## config.mk

```make
export PLATFORM = sky130hd
export DESIGN_NAME = gdp_dev_flat
export DESIGN_NICKNAME = d
export VERILOG_FILES = /design/src/gdp_pkg.sv /design/src/gdp_if.sv /design/src/gdp_dev.sv /design/src/gdp_cnt.sv /design/src/flat_wrapper.sv
export SDC_FILE = /design/constraint.sdc
export NUM_CORES = 1
export LEC_CHECK = 0
export BUFFER_PORTS_ARGS = -buffer_cell sky130_fd_sc_hd__clkbuf_2
export CAP_MARGIN = 5
export CORE_AREA = 2 2 76 78
export DETAILED_ROUTE_END_ITERATION = 12
export DIE_AREA = 0 0 78 80
export PLACE_DENSITY_LB_ADDON = 0.25
export SYNTH_ARGS = -nofsm -noshare
export SYNTH_HDL_FRONTEND = slang
export SYNTH_SLANG_ARGS = --single-unit
```

## constraint.sdc

```tcl
create_clock -name clk_i -period 6.6 [get_ports clk_i]
set_clock_uncertainty 0.1 [all_clocks]
set_input_delay 1.32 -clock clk_i [delete_from_list [all_inputs] [get_ports clk_i]]
set_output_delay 1.32 -clock clk_i [all_outputs]
set_load 0.05 [all_outputs]
```

## src/gdp_pkg.sv

```systemverilog
// Constants shared by both ends of the gear-down / power-save link.
// Assumes a 40 MHz system clock on both ends.
package gdp_pkg;
   // ***************************************************
   // Command encoding on the simplified command bus
   // ***************************************************
   localparam logic [2:0] GDP_CMD_NOP  = 3'h0;
   localparam logic [2:0] GDP_CMD_MRW  = 3'h1;
   localparam logic [2:0] GDP_CMD_SRE  = 3'h2;
   localparam logic [2:0] GDP_CMD_SRX  = 3'h3;
   localparam logic [2:0] GDP_CMD_REF  = 3'h4;
   localparam logic [2:0] GDP_CMD_ACT  = 3'h5;
   localparam logic [2:0] GDP_CMD_DLL  = 3'h6;
   // Mode register fields: address bits [7:4] select register, [3:0] data
   localparam logic [3:0] GDP_MR3      = 4'h3;
   localparam logic [3:0] GDP_MR4      = 4'h4;
   localparam int         GDP_GEAR_BIT = 3;
   localparam int         GDP_MPS_BIT  = 1;
   // ***************************************************
   // Timing (ns) and derived cycle counts at 40 MHz
   // ***************************************************
   localparam int GDP_CLK_NS        = 25;
   localparam int GDP_CMD_GEAR_NS   = 200;
   localparam int GDP_MPED_NS       = 250;
   localparam int GDP_CKMPE_NS      = 300;
   localparam int GDP_XMP_NS        = 500;
   localparam int GDP_XMP_DLL_NS    = 1000;
   localparam int GDP_GEAR_CYC      = (GDP_CMD_GEAR_NS + GDP_CLK_NS - 1) / GDP_CLK_NS;
   localparam int GDP_MPED_CYC      = (GDP_MPED_NS + GDP_CLK_NS - 1) / GDP_CLK_NS;
   localparam int GDP_CKMPE_CYC     = (GDP_CKMPE_NS + GDP_CLK_NS - 1) / GDP_CLK_NS;
   localparam int GDP_XMP_CYC       = (GDP_XMP_NS + GDP_CLK_NS - 1) / GDP_CLK_NS;
   localparam int GDP_XMP_DLL_CYC   = (GDP_XMP_DLL_NS + GDP_CLK_NS - 1) / GDP_CLK_NS;
   localparam int GDP_SYNC_GAP      = 2;
   // ***************************************************
   // Wishbone register map of the controller
   // ***************************************************
   localparam logic [3:0] GDP_REG_CTRL = 4'h0;
   localparam logic [3:0] GDP_REG_STAT = 4'h4;
   localparam int GDP_CTRL_GEAR    = 0;
   localparam int GDP_CTRL_SRE     = 1;
   localparam int GDP_CTRL_SRX     = 2;
   localparam int GDP_CTRL_MPS_IN  = 3;
   localparam int GDP_CTRL_MPS_OUT = 4;
   localparam int GDP_CTRL_FAST    = 5;
endpackage

```

## src/gdp_if.sv

```systemverilog
// Command link between memory controller and device.
// Assumes one shared clock; device clock is the same clk_i.
`timescale 1ns/1ps
interface gdp_if;
   logic       cs_n;
   logic       cke;
   logic       rst_n;
   logic [2:0] cmd;
   logic [7:0] addr;
   modport ctrl (output cs_n, output cke, output rst_n, output cmd, output addr);
   modport dev  (input cs_n, input cke, input rst_n, input cmd, input addr);
endinterface

```

## src/gdp_dev.sv

```systemverilog
// Device end: gear-down capture mode and maximum power-saving state.
// Assumes link pins come from another domain; all are synchronised here.
//
// Functional notes
// - Default single_cycle_capture after reset
// - Two-cycle mode only at fast grades
// - Controller enables gear only init/SRX; gdp_ctl allows it in any idle cycle out of SR, as cnt is always 0 in idle
// - Single-cycle needs no write or pulse
// - Gear write held N, one-cycle select
// - Sync pulse an even count later
// - two_cycle_capture after command_gear_delay
// - Self refresh reverts to single cycle
// - Leave two-cycle only via self refresh
// - Gear resume via gear_select_bit after exit
// - Only refresh before gear write
// - Commands wait gear or DLL delay
// - Stay single: wait exit delay only
// - Even latencies in two-cycle mode
// - Power-save ignores all but exit, reset
// - Power-save entered by mode write
// - Disable parity, latency, gear before entry
// - After entry delay, only cke/cs/reset
// - Clock held until power_save_clock_hold
// - Cke rise, cs high: stay saving
// - Cke rise, cs low: clear, exit
// - Clock restarted before exit
// - Nop then deselect during exit delay
//
// The Wishbone register port and the address map were chosen for this implementation.
`timescale 1ns/1ps
module gdp_dev
   import gdp_pkg::*;
#(
   parameter bit FAST_GRADE = 1'b1
) (
   input  wire logic clk_i,
   input  wire logic rst_i,
   input  wire logic ce_i,
   gdp_if.dev        lnk,
   output logic      two_cycle_capture_o,
   output logic      self_refresh_o,
   output logic      power_save_o,
   output logic      cmd_ready_o,
   output logic      dll_ready_o,
   output logic      ignored_o
);
   typedef enum logic [4:0] {
      GDP_D_IDLE   = 5'h01,
      GDP_D_SYNC   = 5'h02,
      GDP_D_GEAR   = 5'h04,
      GDP_D_MPE    = 5'h08,
      GDP_D_MPX    = 5'h10
   } gdp_dst_t;

   // ***************************************************
   // Pin synchronisers
   // ***************************************************
   logic [12:0] s1;
   logic [12:0] s2;
   always_ff @(posedge clk_i) begin
      if (rst_i) begin
         s1 <= 13'h1001;
         s2 <= 13'h1001;
      end else if (ce_i) begin
         s1 <= {lnk.rst_n, lnk.addr, lnk.cmd[2:1], lnk.cmd[0] ^ 1'b0, 1'b0} |
               {12'h000, lnk.cs_n} ;
         s2 <= s1;
      end
   end
   logic       cs_n;
   logic       rst_n;
   logic [2:0] cmd;
   logic [7:0] addr;
   logic       cke_s1;
   logic       cke_s2;
   logic       cke_d;
   always_ff @(posedge clk_i) begin
      if (rst_i) begin
         cke_s1 <= 1'b0;
         cke_s2 <= 1'b0;
         cke_d  <= 1'b0;
      end else if (ce_i) begin
         cke_s1 <= lnk.cke;
         cke_s2 <= cke_s1;
         cke_d  <= cke_s2;
      end
   end
   assign cs_n  = s2[0];
   assign cmd   = s2[3:1];
   assign addr  = s2[11:4];
   assign rst_n = s2[12];

   wire  cke_rise = cke_s2 & ~cke_d;
   wire  sel      = ~cs_n & cke_s2;
   wire  mr_wr    = sel & (cmd == GDP_CMD_MRW);
   wire  gear_wr  = mr_wr & (addr[7:4] == GDP_MR3) & addr[GDP_GEAR_BIT];
   wire  mps_wr   = mr_wr & (addr[7:4] == GDP_MR4) & addr[GDP_MPS_BIT];

   // ***************************************************
   // Mode state machine
   // ***************************************************
   gdp_dst_t state;
   logic     clr;
   logic     ld_gear;
   logic     ld_mped;
   logic     ld_xmp;
   logic     ld_dll;
   logic     gear_done;
   logic     mped_done;
   logic     xmp_done;
   logic     dll_done;
   logic     sync_par;
   assign clr = rst_i | ~rst_n;

   always_ff @(posedge clk_i) begin
      if (clr) begin
         state               <= GDP_D_IDLE;
         two_cycle_capture_o <= 1'b0;
         self_refresh_o      <= 1'b0;
         power_save_o        <= 1'b0;
         sync_par            <= 1'b0;
         ignored_o           <= 1'b0;
      end else if (ce_i) begin
         ignored_o <= 1'b0;
         sync_par  <= ~sync_par;
         case (state)
            GDP_D_IDLE: begin
               if (sel && cmd == GDP_CMD_SRE) begin
                  self_refresh_o      <= 1'b1;
                  two_cycle_capture_o <= 1'b0;
               end else if (sel && cmd == GDP_CMD_SRX) begin
                  self_refresh_o <= 1'b0;
               end else if (gear_wr && FAST_GRADE && !two_cycle_capture_o) begin
                  state    <= GDP_D_SYNC;
                  sync_par <= 1'b1;
               end else if (mps_wr) begin
                  state <= GDP_D_MPE;
               end
            end
            GDP_D_SYNC: begin
               // Pulse on even spacing only aligns the half-rate phase
               if (sel && cmd == GDP_CMD_NOP && !sync_par) begin
                  state <= GDP_D_GEAR;
               end
            end
            GDP_D_GEAR: begin
               if (gear_done) begin
                  two_cycle_capture_o <= 1'b1;
                  state               <= GDP_D_IDLE;
               end
            end
            GDP_D_MPE: begin
               if (mped_done) begin
                  power_save_o <= 1'b1;
               end
               if (power_save_o && cke_rise) begin
                  if (!cs_n) begin
                     power_save_o <= 1'b0;
                     state        <= GDP_D_MPX;
                  end else begin
                     ignored_o <= 1'b1;
                  end
               end else if (power_save_o && sel) begin
                  ignored_o <= 1'b1;
               end
            end
            GDP_D_MPX: begin
               if (xmp_done) begin
                  state <= GDP_D_IDLE;
               end
            end
            default: begin
               state <= GDP_D_IDLE;
            end
         endcase
      end
   end

   assign ld_gear = (state == GDP_D_SYNC) & sel & (cmd == GDP_CMD_NOP) & ~sync_par;
   assign ld_mped = (state == GDP_D_IDLE) & mps_wr;
   assign ld_xmp  = (state == GDP_D_MPE) & power_save_o & cke_rise & ~cs_n;
   assign ld_dll  = ld_gear | ld_xmp;

   gdp_cnt #(.W(8)) u_gear (
      .clk_i  (clk_i),
      .ce_i   (ce_i),
      .clr_i  (clr),
      .load_i (ld_gear),
      .val_i  (8'(GDP_GEAR_CYC)),
      .done_o (gear_done)
   );
   gdp_cnt #(.W(8)) u_mped (
      .clk_i  (clk_i),
      .ce_i   (ce_i),
      .clr_i  (clr),
      .load_i (ld_mped),
      .val_i  (8'(GDP_MPED_CYC)),
      .done_o (mped_done)
   );
   gdp_cnt #(.W(8)) u_xmp (
      .clk_i  (clk_i),
      .ce_i   (ce_i),
      .clr_i  (clr),
      .load_i (ld_xmp),
      .val_i  (8'(GDP_XMP_CYC)),
      .done_o (xmp_done)
   );
   gdp_cnt #(.W(8)) u_dll (
      .clk_i  (clk_i),
      .ce_i   (ce_i),
      .clr_i  (clr),
      .load_i (ld_dll),
      .val_i  (8'(GDP_XMP_DLL_CYC)),
      .done_o (dll_done)
   );

   // ***************************************************
   // Readiness flags
   // ***************************************************
   always_ff @(posedge clk_i) begin
      if (clr) begin
         cmd_ready_o <= 1'b0;
         dll_ready_o <= 1'b0;
      end else if (ce_i) begin
         cmd_ready_o <= (state == GDP_D_IDLE) & ~self_refresh_o;
         dll_ready_o <= (state == GDP_D_IDLE) & ~self_refresh_o & dll_done & ~ld_dll;
      end
   end
endmodule

```

## src/gdp_cnt.sv

```systemverilog
// Loadable down counter with done flag.
// Assumes same clock and enable as its parent.
`timescale 1ns/1ps
module gdp_cnt #(
   parameter int W = 8
) (
   input  wire logic         clk_i,
   input  wire logic         ce_i,
   input  wire logic         clr_i,
   input  wire logic         load_i,
   input  wire logic [W-1:0] val_i,
   output logic              done_o
);
   logic [W-1:0] cnt;
   always_ff @(posedge clk_i) begin
      if (clr_i) begin
         cnt <= '0;
      end else if (ce_i) begin
         if (load_i) begin
            cnt <= val_i;
         end else if (cnt != '0) begin
            cnt <= cnt - 1'b1;
         end
      end
   end
   assign done_o = (cnt == '0);
endmodule

```

## src/flat_wrapper.sv

```systemverilog
// flat-port wrapper written by rule: the top's interface ports become plain ports
module gdp_dev_flat import gdp_pkg::*;
#(
   parameter bit FAST_GRADE = 1'b1
)
  (clk_i, rst_i, ce_i, two_cycle_capture_o, self_refresh_o, power_save_o, cmd_ready_o, dll_ready_o, ignored_o, lnk_cs_n, lnk_cke, lnk_rst_n, lnk_cmd, lnk_addr);
  gdp_if lnk_i ();
  input  wire logic clk_i;
  input  wire logic rst_i;
  input  wire logic ce_i;
  output logic two_cycle_capture_o;
  output logic self_refresh_o;
  output logic power_save_o;
  output logic cmd_ready_o;
  output logic dll_ready_o;
  output logic ignored_o;
  input wire logic [$bits(lnk_i.cs_n)-1:0] lnk_cs_n;
  input wire logic [$bits(lnk_i.cke)-1:0] lnk_cke;
  input wire logic [$bits(lnk_i.rst_n)-1:0] lnk_rst_n;
  input wire logic [$bits(lnk_i.cmd)-1:0] lnk_cmd;
  input wire logic [$bits(lnk_i.addr)-1:0] lnk_addr;
  assign lnk_i.cs_n = lnk_cs_n;
  assign lnk_i.cke = lnk_cke;
  assign lnk_i.rst_n = lnk_rst_n;
  assign lnk_i.cmd = lnk_cmd;
  assign lnk_i.addr = lnk_addr;
  gdp_dev #(.FAST_GRADE(FAST_GRADE)) u_core (.clk_i(clk_i), .rst_i(rst_i), .ce_i(ce_i), .lnk(lnk_i), .two_cycle_capture_o(two_cycle_capture_o), .self_refresh_o(self_refresh_o), .power_save_o(power_save_o), .cmd_ready_o(cmd_ready_o), .dll_ready_o(dll_ready_o), .ignored_o(ignored_o));
endmodule
```

==> impl_metrics.py, run 1 <==
metrics = {
    "place": {
        "dpl.hpwl_microns": 4740,
        "gp_congestion": 0.799,
        "io_buffer_count": 20,
        "dpl_cell_area_sq_um": 3470,
    },
    "grt": {
        "antenna_found_initial": 0,
        "grt_max_degree": 54,
        "grt_pass1_wl_microns": 12000,
        "grt-ovfl-total": 0,
        "grt_usage": 0.243,
        "grt_pass1_vias": 2677,
    },
    "routing": {
        "wire_per_inst_microns": 15.0,
        "num_vias": 2855,
        "viasPerCell": 6.09,
        "drt_first_iter_violations": 243,
        "drt-total-wl_microns": 7030,
        "firstDrtPassIters": 5,
        "antenna_left": 0,
        "drc_errors": 0,
    },
    "clock_tree": {
        "numClockSinks": 69,
        "ctsRootBufferMaster": "clkbuf_8",
        "clock_latency_ns": 0.35,
        "post_cts_buffers": 0,
        "numCtsBuffers": 9,
        "post_cts_resized": 0,
        "clk_pin_slew_ns": 0.08,
        "cts_tree": "yes",
        "cts_hold_buf": 0,
        "clk_path_buf_depth": 2,
        "cts-htree-levels": 3,
    },
    "critical_path": {
        "worstPathMaxFanout": 53,
        "required_ns": 6.77,
        "worstPathCellList": "clkbuf_2 -> buf_4 -> clkinv_1 -> a31o_2 -> or4_1 -> o22ai_1",
        "startpoint": "ce_i",
        "worstPathArrival_ns": 3.73,
        "startpoint_type": "input pin",
        "cpMaxStageDelayCell": "clkinv_1",
        "r2r_start": "u_core.u_gear.cnt[2]$_SDFFE_PP0P_",
        "worstSetupPathType": "input pin to register",
        "end_kind": "register",
        "worst_path_largest_cell_delay_ns": 0.68,
    },
    "synth": {
        "synthTopCellsByArea": "dfxtp_1, mux2i_1, nor2_1, a21oi_1, ha_1",
        "syn_area_sq_um": 3320,
        "synthCells": 374,
        "avgSynthCellArea_sq_um": 8.87,
        "synth_edf_count": 0,
        "synth_seq_cells": 69,
        "yosysWarnings": 0,
        "yosysTopAreaCell": "dfxtp_1",
        "yosysSeqAreaShare": 0.416,
        "synth_flop_cell": "dfxtp_1",
        "synth.distinct_cells": 62,
        "syn-num-nets": 398,
        "yosysTopAreaCellShare": 0.416,
        "ys_async_sr_fraction": 0,
    },
    "floorplanning": {
        "die_h_microns": 80,
        "die-area_sq_um": 6240,
        "ios": 23,
        "rows": 27,
        "fp.dieW_microns": 78,
        "coreArea_sq_um": 5410,
        "start_util": 0.614,
    },
    "sta": {
        "worstMarginPinSlew_ns": 0.944,
        "rsz0062_at_grt": "no",
        "relSlewSlack": 0.370,
        "fin_crit_sh": 0.540,
        "tns_ns": 0,
        "slew_viol_final": 0,
        "fmax_ghz": 0.281,
        "hold_violations": 0,
        "period_needed_ns": 3.56,
        "setup_viol": 0,
    },
    "layout": {
        "fin_util": 0.679,
        "syn2layout_area_growth_pct": 10.6,
        "n_antenna_cell": 0,
        "layout.nets": 416,
        "fin_area_sq_um": 3670,
        "drive_above_1_share": 0.131,
        "fill_cells": 440,
    },
    "hold_path": {
        "hp-start": "u_core.dll_ready_o$_SDFFE_PP0P_",
        "min_path_type": "register to register",
    },
    "power_and_ir_drop": {
        "power_mw": 1.07,
        "powerDensity_nw_per_um2": 292,
        "ir_worst_vdd_mv": 0.290,
        "p_leak_nw": 1.39,
    },
    "run": {
        "maxCapViolations": 0,
    },
    "run_status": {
        "outcome": "finished, final reports clean",
    },
}
==> cell usage in the layout, fill, tap and decap left out, drive strengths merged, types with 3 or more instances in the layout <==
cell,instances
dfxtp,69
nor2,49
clkbuf,29
mux2i,22
nand2,20
a21oi,19
nor3,13
inv,13
o21ai,12
nand3,10
xnor2,9
or3,9
o31ai,8
nor4,7
nor2b,7
ha,7
or4,7
and2,6
xor2,5
o311ai,5
nand4,4
a211o,4
a31o,3
nand2b,3
and3,3
o2111ai,3
clkinvlp,3
buf,3
clkinv,3
==> registers in the layout, indices dropped and copies added, names as in the netlist <==
name                        flops
u_core.s2                      11
u_core.s1                      11
u_core.cmd_ready_o              1
u_core.power_save_o             1
u_core.u_gear.cnt               8
u_core.u_dll.cnt                8
u_core.two_cycle_capture_o      1
u_core.sync_par                 1
u_core.u_mped.cnt               8
u_core.cke_s2                   1
u_core.u_xmp.cnt                8
u_core.dll_ready_o              1
u_core.cke_d                    1
u_core.state                    5
u_core.ignored_o                1
u_core.cke_s1                   1
u_core.self_refresh_o           1
==> cells by family (layout without fill, tap and decap cells) <==
logic type / count (synthesis) / after routing / share of synthesized area
AO/OA/AOI/OAI: 80 / 80 / 0.173
XOR/XNOR: 14 / 14 / 0.0370
adder cells (fa/ha/maj): 7 / 7 / 0.0264
buffers and inverters: 29 / 52 / 0.0332
flip-flops: 69 / 69 / 0.416
multiplexers: 22 / 22 / 0.0664
AND/OR/NAND/NOR: 153 / 153 / 0.248
==> per-layer routing <==
metal  track usage  routed length [microns]
met5             0                        0
met4         0.116                      137
met3        0.0373                      293
met2         0.418                     3400
met1         0.300                     3200
==> synth_stat cells, drive strengths merged, types with 6 or more instances <==
library cell  instances
o31ai                 8
inv                  12
nor2                 49
and2                  6
dfxtp                69
nand2                20
nor4                  7
mux2i                22
nand3                10
xnor2                 9
or3                   9
nor2b                 7
nor3                 13
ha                    7
clkbuf               12
o21ai                12
or4                   7
a21oi                19
==> metrics by stage <==
step / worst slack (ns) / std cells / hold slack [ns]
global route: 2.80 / 469 / 0.392
detailed placement: 2.66 / 453 / 0.365
CTS: 3.02 / 469 / 0.377
global placement: 2.72 / 453 / 0.352
floorplan: 3.89 / 374 / 0.343
finish: 3.04 / 469 / 0.369
==> power by group <==
part	total, mW	switching, mW	internal (mW)
clock	0.348	0.173	0.175
sequential	0.475	0.0286	0.446
combinational	0.248	0.148	0.100
==> cell type report <==
type,count,area (sq um),area share
sequential,69,1380,0.377
clock inverter,7,75.1,0.0205
inverter,13,48.8,0.0133
clock buffer,9,124,0.0338
timing repair buffer,23,123,0.0334
multi-input combinational,276,1830,0.498
tap,72,90.1,0.0246
==> critical path, delay by kind of cell <==
family	cells	cell delay (ns)
AO/OA/AOI/OAI	2	0.63
buffers and inverters	3	1.30
AND/OR/NAND/NOR	1	0.48
==> path summary, 6_finish.rpt <==
kind / to / slack, ns / depth (start not counted)
worst max-delay path: u_core.u_mped.cnt[7]$_SDFFE_PP0P_ / 3.04 / 6
worst min-delay path: u_core.dll_ready_o$_SDFFE_PP0P_ / 0.37 / 2
worst max register to register: u_core.state[3]$_SDFFE_PP0P_ / 3.98 / 5
worst min register to register: u_core.dll_ready_o$_SDFFE_PP0P_ / 0.37 / 2
Note: power is estimated with default switching activity, not from simulation.
==> inputs of run 2 (changes only) <==
--- a/config.mk
+++ b/config.mk
@@ -5,11 +5,12 @@
 export SDC_FILE = /design/constraint.sdc
 export NUM_CORES = 1
 export LEC_CHECK = 0
+export ABC_AREA = 1
 export BUFFER_PORTS_ARGS = -buffer_cell sky130_fd_sc_hd__clkbuf_2
 export CAP_MARGIN = 5
-export CORE_AREA = 2 2 76 78
+export CORE_AREA = 2 2 81 83
 export DETAILED_ROUTE_END_ITERATION = 12
-export DIE_AREA = 0 0 78 80
+export DIE_AREA = 0 0 83 85
 export PLACE_DENSITY_LB_ADDON = 0.25
 export SYNTH_ARGS = -nofsm -noshare
 export SYNTH_HDL_FRONTEND = slang
==> constraint.sdc (replaced) <==
create_clock -name clk_i -period 3.55 [get_ports clk_i]
set_clock_uncertainty 0.1 [all_clocks]
set_input_delay 0.71 -clock clk_i [delete_from_list [all_inputs] [get_ports clk_i]]
set_output_delay 0.71 -clock clk_i [all_outputs]
set_load 0.05 [all_outputs]
==> impl_metrics.py, run 2 <==
metrics = {
    "synth": {
        "yosysWarnings": 0,
        "synth.distinct_cells": 31,
        "yosysTopAreaCellShare": 0.383,
        "synth_flop_cell": "dfxtp_1",
        "synth_seq_cells": 69,
        "synthTopCellsByArea": "dfxtp_1, nand2_1, nor2_1, a21oi_1, o21ai_0",
        "synth_edf_count": 0,
        "syn_area_sq_um": 3610,
        "ys_async_sr_fraction": 0,
        "synthCells": 522,
        "synthTopCellsByCount": "nand2_1, nor2_1, dfxtp_1",
        "syn-num-nets": 546,
        "yosysTopAreaCell": "dfxtp_1",
        "yosysSeqAreaShare": 0.383,
        "synth_most_common_cell": "nand2_1",
        "avgSynthCellArea_sq_um": 6.91,
    },
    "clock_tree": {
        "ctsRootBufferMaster": "clkbuf_8",
        "post_cts_buffers": 0,
        "numCtsBuffers": 9,
        "numClockSinks": 69,
        "clk_path_buf_depth": 2,
        "cts-htree-levels": 3,
        "cts_tree": "yes",
        "clock_latency_ns": 0.34,
        "cts_hold_buf": 0,
        "clk_pin_slew_ns": 0.07,
        "post_cts_resized": 0,
    },
    "grt": {
        "grt_pass1_wl_microns": 12400,
        "grt-ovfl-total": 0,
        "grt_usage": 0.214,
        "grt_pass1_vias": 2974,
        "antenna_found_initial": 0,
        "grt_max_degree": 41,
    },
    "sta": {
        "layout_setup_ws_ns": 1.57,
        "period_needed_ns": 1.98,
        "tns_ns": 0,
        "fmax_ghz": 0.504,
        "worstMarginPinSlew_ns": 0.566,
        "fin_crit_sh": 0.559,
        "hold_violations": 0,
        "rsz0062_at_grt": "no",
        "slew_viol_final": 0,
        "setup_viol": 0,
        "relSlewSlack": 0.622,
    },
    "place": {
        "gp_congestion": 0.856,
        "dpl_cell_area_sq_um": 3780,
        "io_buffer_count": 20,
        "dpl.hpwl_microns": 5080,
        "pre_cts_ws_ns": 1.18,
    },
    "floorplanning": {
        "start_util": 0.581,
        "fp.dieW_microns": 83,
        "rows": 29,
        "ios": 23,
        "die-area_sq_um": 7060,
        "die_h_microns": 85,
        "coreArea_sq_um": 6200,
    },
    "layout": {
        "final_common_cell": "nand2_1",
        "fin_area_sq_um": 3960,
        "layout.nets": 568,
        "drive_above_1_share": 0.128,
        "final_cell_mix": "nand2_1, nor2_1, dfxtp_1",
        "biggestRegsByFlops": "u_core.s1 (11), u_core.s2 (11)",
        "fin_util": 0.639,
        "n_antenna_cell": 0,
        "syn2layout_area_growth_pct": 9.85,
    },
    "routing": {
        "wl_met2_microns": 3400,
        "num_vias": 3280,
        "viasPerCell": 5.24,
        "wl_met1_microns": 3430,
        "antenna_left": 0,
        "drc_errors": 0,
        "routed-wl-met3_microns": 286,
        "drt-total-wl_microns": 7210,
        "firstDrtPassIters": 4,
        "wire_per_inst_microns": 11.5,
        "highest_layer": "met4",
        "drt_first_iter_violations": 143,
    },
    "hold_path": {
        "hp-start": "u_core.s1[0]$_SDFFE_PP1P_",
        "min_path_type": "register to register",
        "hold_depth": 2,
        "hold_path_end": "u_core.s1[0]$_SDFFE_PP1P_",
    },
    "critical_path": {
        "timing.rr.end": "u_core.u_gear.cnt[1]$_SDFFE_PP0P_",
        "end_kind": "register",
        "worstPathMaxFanout": 24,
        "worstPathArrival_ns": 2.12,
        "worstSetupPathType": "input pin to register",
        "startpoint_type": "input pin",
        "ff2ff_path_depth": 6,
        "reg2reg_slack_ns": 1.74,
        "r2r_start": "u_core.s2[12]$_SDFFE_PP1P_",
        "required_ns": 3.69,
    },
    "power_and_ir_drop": {
        "ir_worst_vdd_mv": 0.524,
        "powerDensity_nw_per_um2": 903,
        "p_leak_nw": 1.72,
        "power_mw": 3.58,
    },
    "run": {
        "maxCapViolations": 0,
    },
    "run_status": {
        "outcome": "finished, final reports clean",
    },
}
## run 2: layout make-up
cell class / instances / area [sq um]
clock buffer: 11 / 151
inverter: 53 / 205
timing repair buffer: 23 / 123
fill: 556 / 2240
tap: 77 / 96.3
clock inverter: 5 / 35.0
multi-input combinational: 388 / 1970
sequential: 69 / 1380
## run 2: through the flow
stage,instances,hold slack (ns)
final,626,0.360
after global routing,626,0.389
after CTS,626,0.362
after detailed placement,610,0.343
after global placement,610,0.339
after floorplan,522,0.329
## run 2: kinds of logic (layout without fill, tap and decap cells)
| logic type | after synthesis | after routing | synth area share |
|---|---|---|---|
| buf+inv | 65 | 92 | 0.0708 |
| compound gates | 82 | 82 | 0.115 |
| fa+ha+maj | 7 | 7 | 0.0243 |
| xor+xnor | 14 | 14 | 0.0340 |
| flops | 69 | 69 | 0.383 |
| simple gates | 285 | 285 | 0.373 |
## run 2: power breakdown
| group | internal (mW) | switching [mW] | leakage, nW |
|---|---|---|---|
| registers | 0.967 | 0.164 | 0.567 |
| clock network | 0.291 | 0.294 | 0.0953 |
| logic | 0.700 | 1.16 | 1.06 |
## run 2: how the worst max path moves through the flow
| stage | from | endpoint | cells past startpoint |
|---|---|---|---|
| after CTS | rst_i | u_core.u_gear.cnt[1]$_SDFFE_PP0P_ | 8 |
| after global routing | rst_i | u_core.u_gear.cnt[1]$_SDFFE_PP0P_ | 8 |
| final | rst_i | u_core.u_gear.cnt[1]$_SDFFE_PP0P_ | 8 |
| after global placement | rst_i | u_core.u_gear.cnt[1]$_SDFFE_PP0P_ | 8 |
| after detailed placement | rst_i | u_core.u_gear.cnt[1]$_SDFFE_PP0P_ | 8 |
| after floorplan | rst_i | u_core.u_dll.cnt[0]$_SDFFE_PP0P_ | 6 |
## run 2: metal layers
| metal | track usage | vias up |
|---|---|---|
| li1 | - | 1753 |
| met1 | 0.260 | 1467 |
| met2 | 0.375 | 51 |
| met3 | 0.0438 | 9 |
| met4 | 0.0790 | 0 |
| met5 | 0 | - |
## run 2: worst max-delay path, stage by stage
cell	delay, ns
clkbuf_2	0.09
inv_1	0.04
nand2_1	0.05
buf_4	0.29
clkinv_1	0.48
nand2_1	0.30
a21oi_1	0.06
o21a_1	0.10
==> inputs of run 3 (changes only) <==
--- a/config.mk
+++ b/config.mk
@@ -5,12 +5,12 @@
 export SDC_FILE = /design/constraint.sdc
 export NUM_CORES = 1
 export LEC_CHECK = 0
-export ABC_AREA = 1
+export ABC_AREA = 0
 export BUFFER_PORTS_ARGS = -buffer_cell sky130_fd_sc_hd__clkbuf_2
 export CAP_MARGIN = 5
-export CORE_AREA = 2 2 81 83
+export CORE_AREA = 2 2 82 84
 export DETAILED_ROUTE_END_ITERATION = 12
-export DIE_AREA = 0 0 83 85
+export DIE_AREA = 0 0 84 86
 export PLACE_DENSITY_LB_ADDON = 0.25
 export SYNTH_ARGS = -nofsm -noshare
 export SYNTH_HDL_FRONTEND = slang
==> constraint.sdc (replaced) <==
create_clock -name clk_i -period 1.6 [get_ports clk_i]
set_clock_uncertainty 0.1 [all_clocks]
set_input_delay 0.32 -clock clk_i [delete_from_list [all_inputs] [get_ports clk_i]]
set_output_delay 0.32 -clock clk_i [all_outputs]
set_load 0.05 [all_outputs]
==> impl_metrics.py, run 3 (synthesized netlist as in run 1, its figures left out) <==
metrics = {
    "grt": {
        "grt_max_degree": 24,
        "antenna_found_initial": 0,
        "grt_pass1_wl_microns": 16600,
        "grt_usage": 0.287,
        "grt_pass1_vias": 3525,
        "grt-ovfl-total": 0,
    },
    "critical_path": {
        "required_ns": 1.77,
        "cpMaxStageDelayCell": "or4_4",
        "worstPathArrival_ns": 2.44,
        "startpoint_type": "register",
        "worstSetupPathType": "register to register",
        "worstPathCellList": "or4_4 -> nor4b_4 -> o221ai_4 -> or3_4 -> o31ai_2",
        "worst_path_largest_cell_delay_ns": 0.55,
        "worstPathMaxFanout": 6,
        "end_kind": "register",
    },
    "sta": {
        "rsz0062_at_grt": "yes",
        "tns_ns": -17.04,
        "fin_crit_sh": 1.42,
        "worstMarginPinSlew_ns": 0.466,
        "slew_viol_final": 0,
        "period_needed_ns": 2.27,
        "layout_setup_ws_ns": -0.668,
        "hold_violations": 0,
        "relSlewSlack": 0.686,
        "fmax_ghz": 0.441,
        "setup_viol": 43,
    },
    "layout": {
        "fin_util": 0.835,
        "final_common_cell": "buf_4",
        "biggestRegsByFlops": "u_core.s1 (11), u_core.s2 (11)",
        "fin_area_sq_um": 5240,
        "n_antenna_cell": 0,
        "drive_above_1_share": 0.500,
        "final_cell_mix": "buf_4, dfxtp_1, nor2_1",
        "layout.nets": 533,
        "syn2layout_area_growth_pct": 58.0,
    },
    "routing": {
        "antenna_left": 0,
        "drt_first_iter_violations": 215,
        "num_vias": 3515,
        "firstDrtPassIters": 4,
        "wire_per_inst_microns": 18.9,
        "drc_errors": 0,
        "drt-total-wl_microns": 11200,
        "viasPerCell": 5.95,
    },
    "clock_tree": {
        "clock_latency_ns": 0.37,
        "cts-htree-levels": 3,
        "cts_tree": "yes",
        "ctsRootBufferMaster": "clkbuf_8",
        "numCtsBuffers": 9,
        "cts_hold_buf": 0,
        "numClockSinks": 69,
        "clk_path_buf_depth": 2,
        "clk_pin_slew_ns": 0.08,
    },
    "floorplanning": {
        "coreArea_sq_um": 6280,
        "ios": 23,
        "rows": 29,
        "die_h_microns": 86,
        "fp.dieW_microns": 84,
        "die-area_sq_um": 7220,
        "start_util": 0.529,
    },
    "place": {
        "io_buffer_count": 20,
        "gp_congestion": 0.953,
        "dpl.hpwl_microns": 6210,
        "dpl_cell_area_sq_um": 4430,
    },
    "run_status": {
        "outcome": "finished, violations left",
        "violations": "negative setup slack",
    },
    "run": {
        "maxCapViolations": 0,
    },
    "hold_path": {
        "min_path_type": "input pin to register",
    },
    "power_and_ir_drop": {
        "p_int_mw": 3.24,
        "p_sw_mw": 1.78,
        "pwr-share-clk": 0.264,
        "p_leak_nw": 2.13,
        "ir_worst_vdd_mv": 1.19,
        "swShare": 0.354,
        "power_mw": 5.01,
        "combPwrFrac": 0.356,
        "seq_power_share": 0.380,
        "powerDensity_nw_per_um2": 956,
    },
}
-- run 3: cell types whose count changed in the layout (fill, tap and decap cells not counted), sizes merged, moves of 8 or more --
cell	change
nand2	-95
nor2	-46
inv	-37
o21ai	-25
mux2i	+22
or3	+9
nand3	-25
nand4	-20
o31ai	+8
a21oi	-23
buf	+117
-- run 3: final timing paths --
| check | start | endpoint | slack (ns) | cells after the start |
|---|---|---|---|---|
| max | u_core.u_gear.cnt[5]$_SDFFE_PP0P_ | u_core.state[2]$_SDFFE_PP0P_ | -0.67 | 5 |
| min | lnk_cs_n | u_core.s1[0]$_SDFFE_PP1P_ | 0.06 | 2 |
| max reg2reg | u_core.u_gear.cnt[5]$_SDFFE_PP0P_ | u_core.state[2]$_SDFFE_PP0P_ | -0.67 | 5 |
| min reg2reg | u_core.dll_ready_o$_SDFFE_PP0P_ | u_core.dll_ready_o$_SDFFE_PP0P_ | 0.38 | 2 |
-- run 3: through the flow --
stage / worst slack [ns] / hold slack [ns] / std cells
floorplan: -0.645 / 0.338 / 374
global placement: -0.588 / 0.360 / 558
detailed placement: -0.672 / 0.362 / 558
CTS: -0.601 / 0.0673 / 587
global route: -0.691 / 0.0632 / 591
finish: -0.668 / 0.0599 / 591
-- run 3: power by group through the flow --
stage | registers, mW | logic, mW | clock network, mW
final | 1.91 | 1.78 | 1.32
after global routing | 1.92 | 1.91 | 1.40
after CTS | 1.90 | 1.59 | 1.30
after detailed placement | 1.94 | 1.46 | 0
after global placement | 1.94 | 1.41 | 0
after floorplan | 1.98 | 0.825 | 0
-- run 3: critical path, delay by kind of cell, from the launching register on --
kind,cells,cell delay [ns]
flops,1,0.33
compound gates,2,0.43
simple gates,3,1.30
-- run 3: metal layers --
metal  GRT usage  wire [microns]  part of all wire  vias to the layer above
li1            -               -                 -                     1648
met1       0.341            4710              0.42                     1704
met2       0.497            5570              0.50                      130
met3      0.0491             565             0.051                       33
met4       0.155             314             0.028                        0
met5           0               0                 0                        -
-- run 3: area by class of cell --
cell class / count / area (sq um)
Sequential cell: 69 / 1410
Clock inverter: 7 / 51.3
Multi-Input combinational cell: 276 / 2430
Timing Repair Buffer: 140 / 1080
Fill cell: 328 / 1030
Inverter: 13 / 50.0
Tap cell: 77 / 96.3
Clock buffer: 9 / 124
-- run 3: repair_timing --
item / 4_1_cts / 5_1_grt
endpoints found under the setup margin: 42 / 42
cloned: 0 / 0
setup buffers: 15 / 7
pin swaps: 29 / 40
resized for setup: 67 / 42
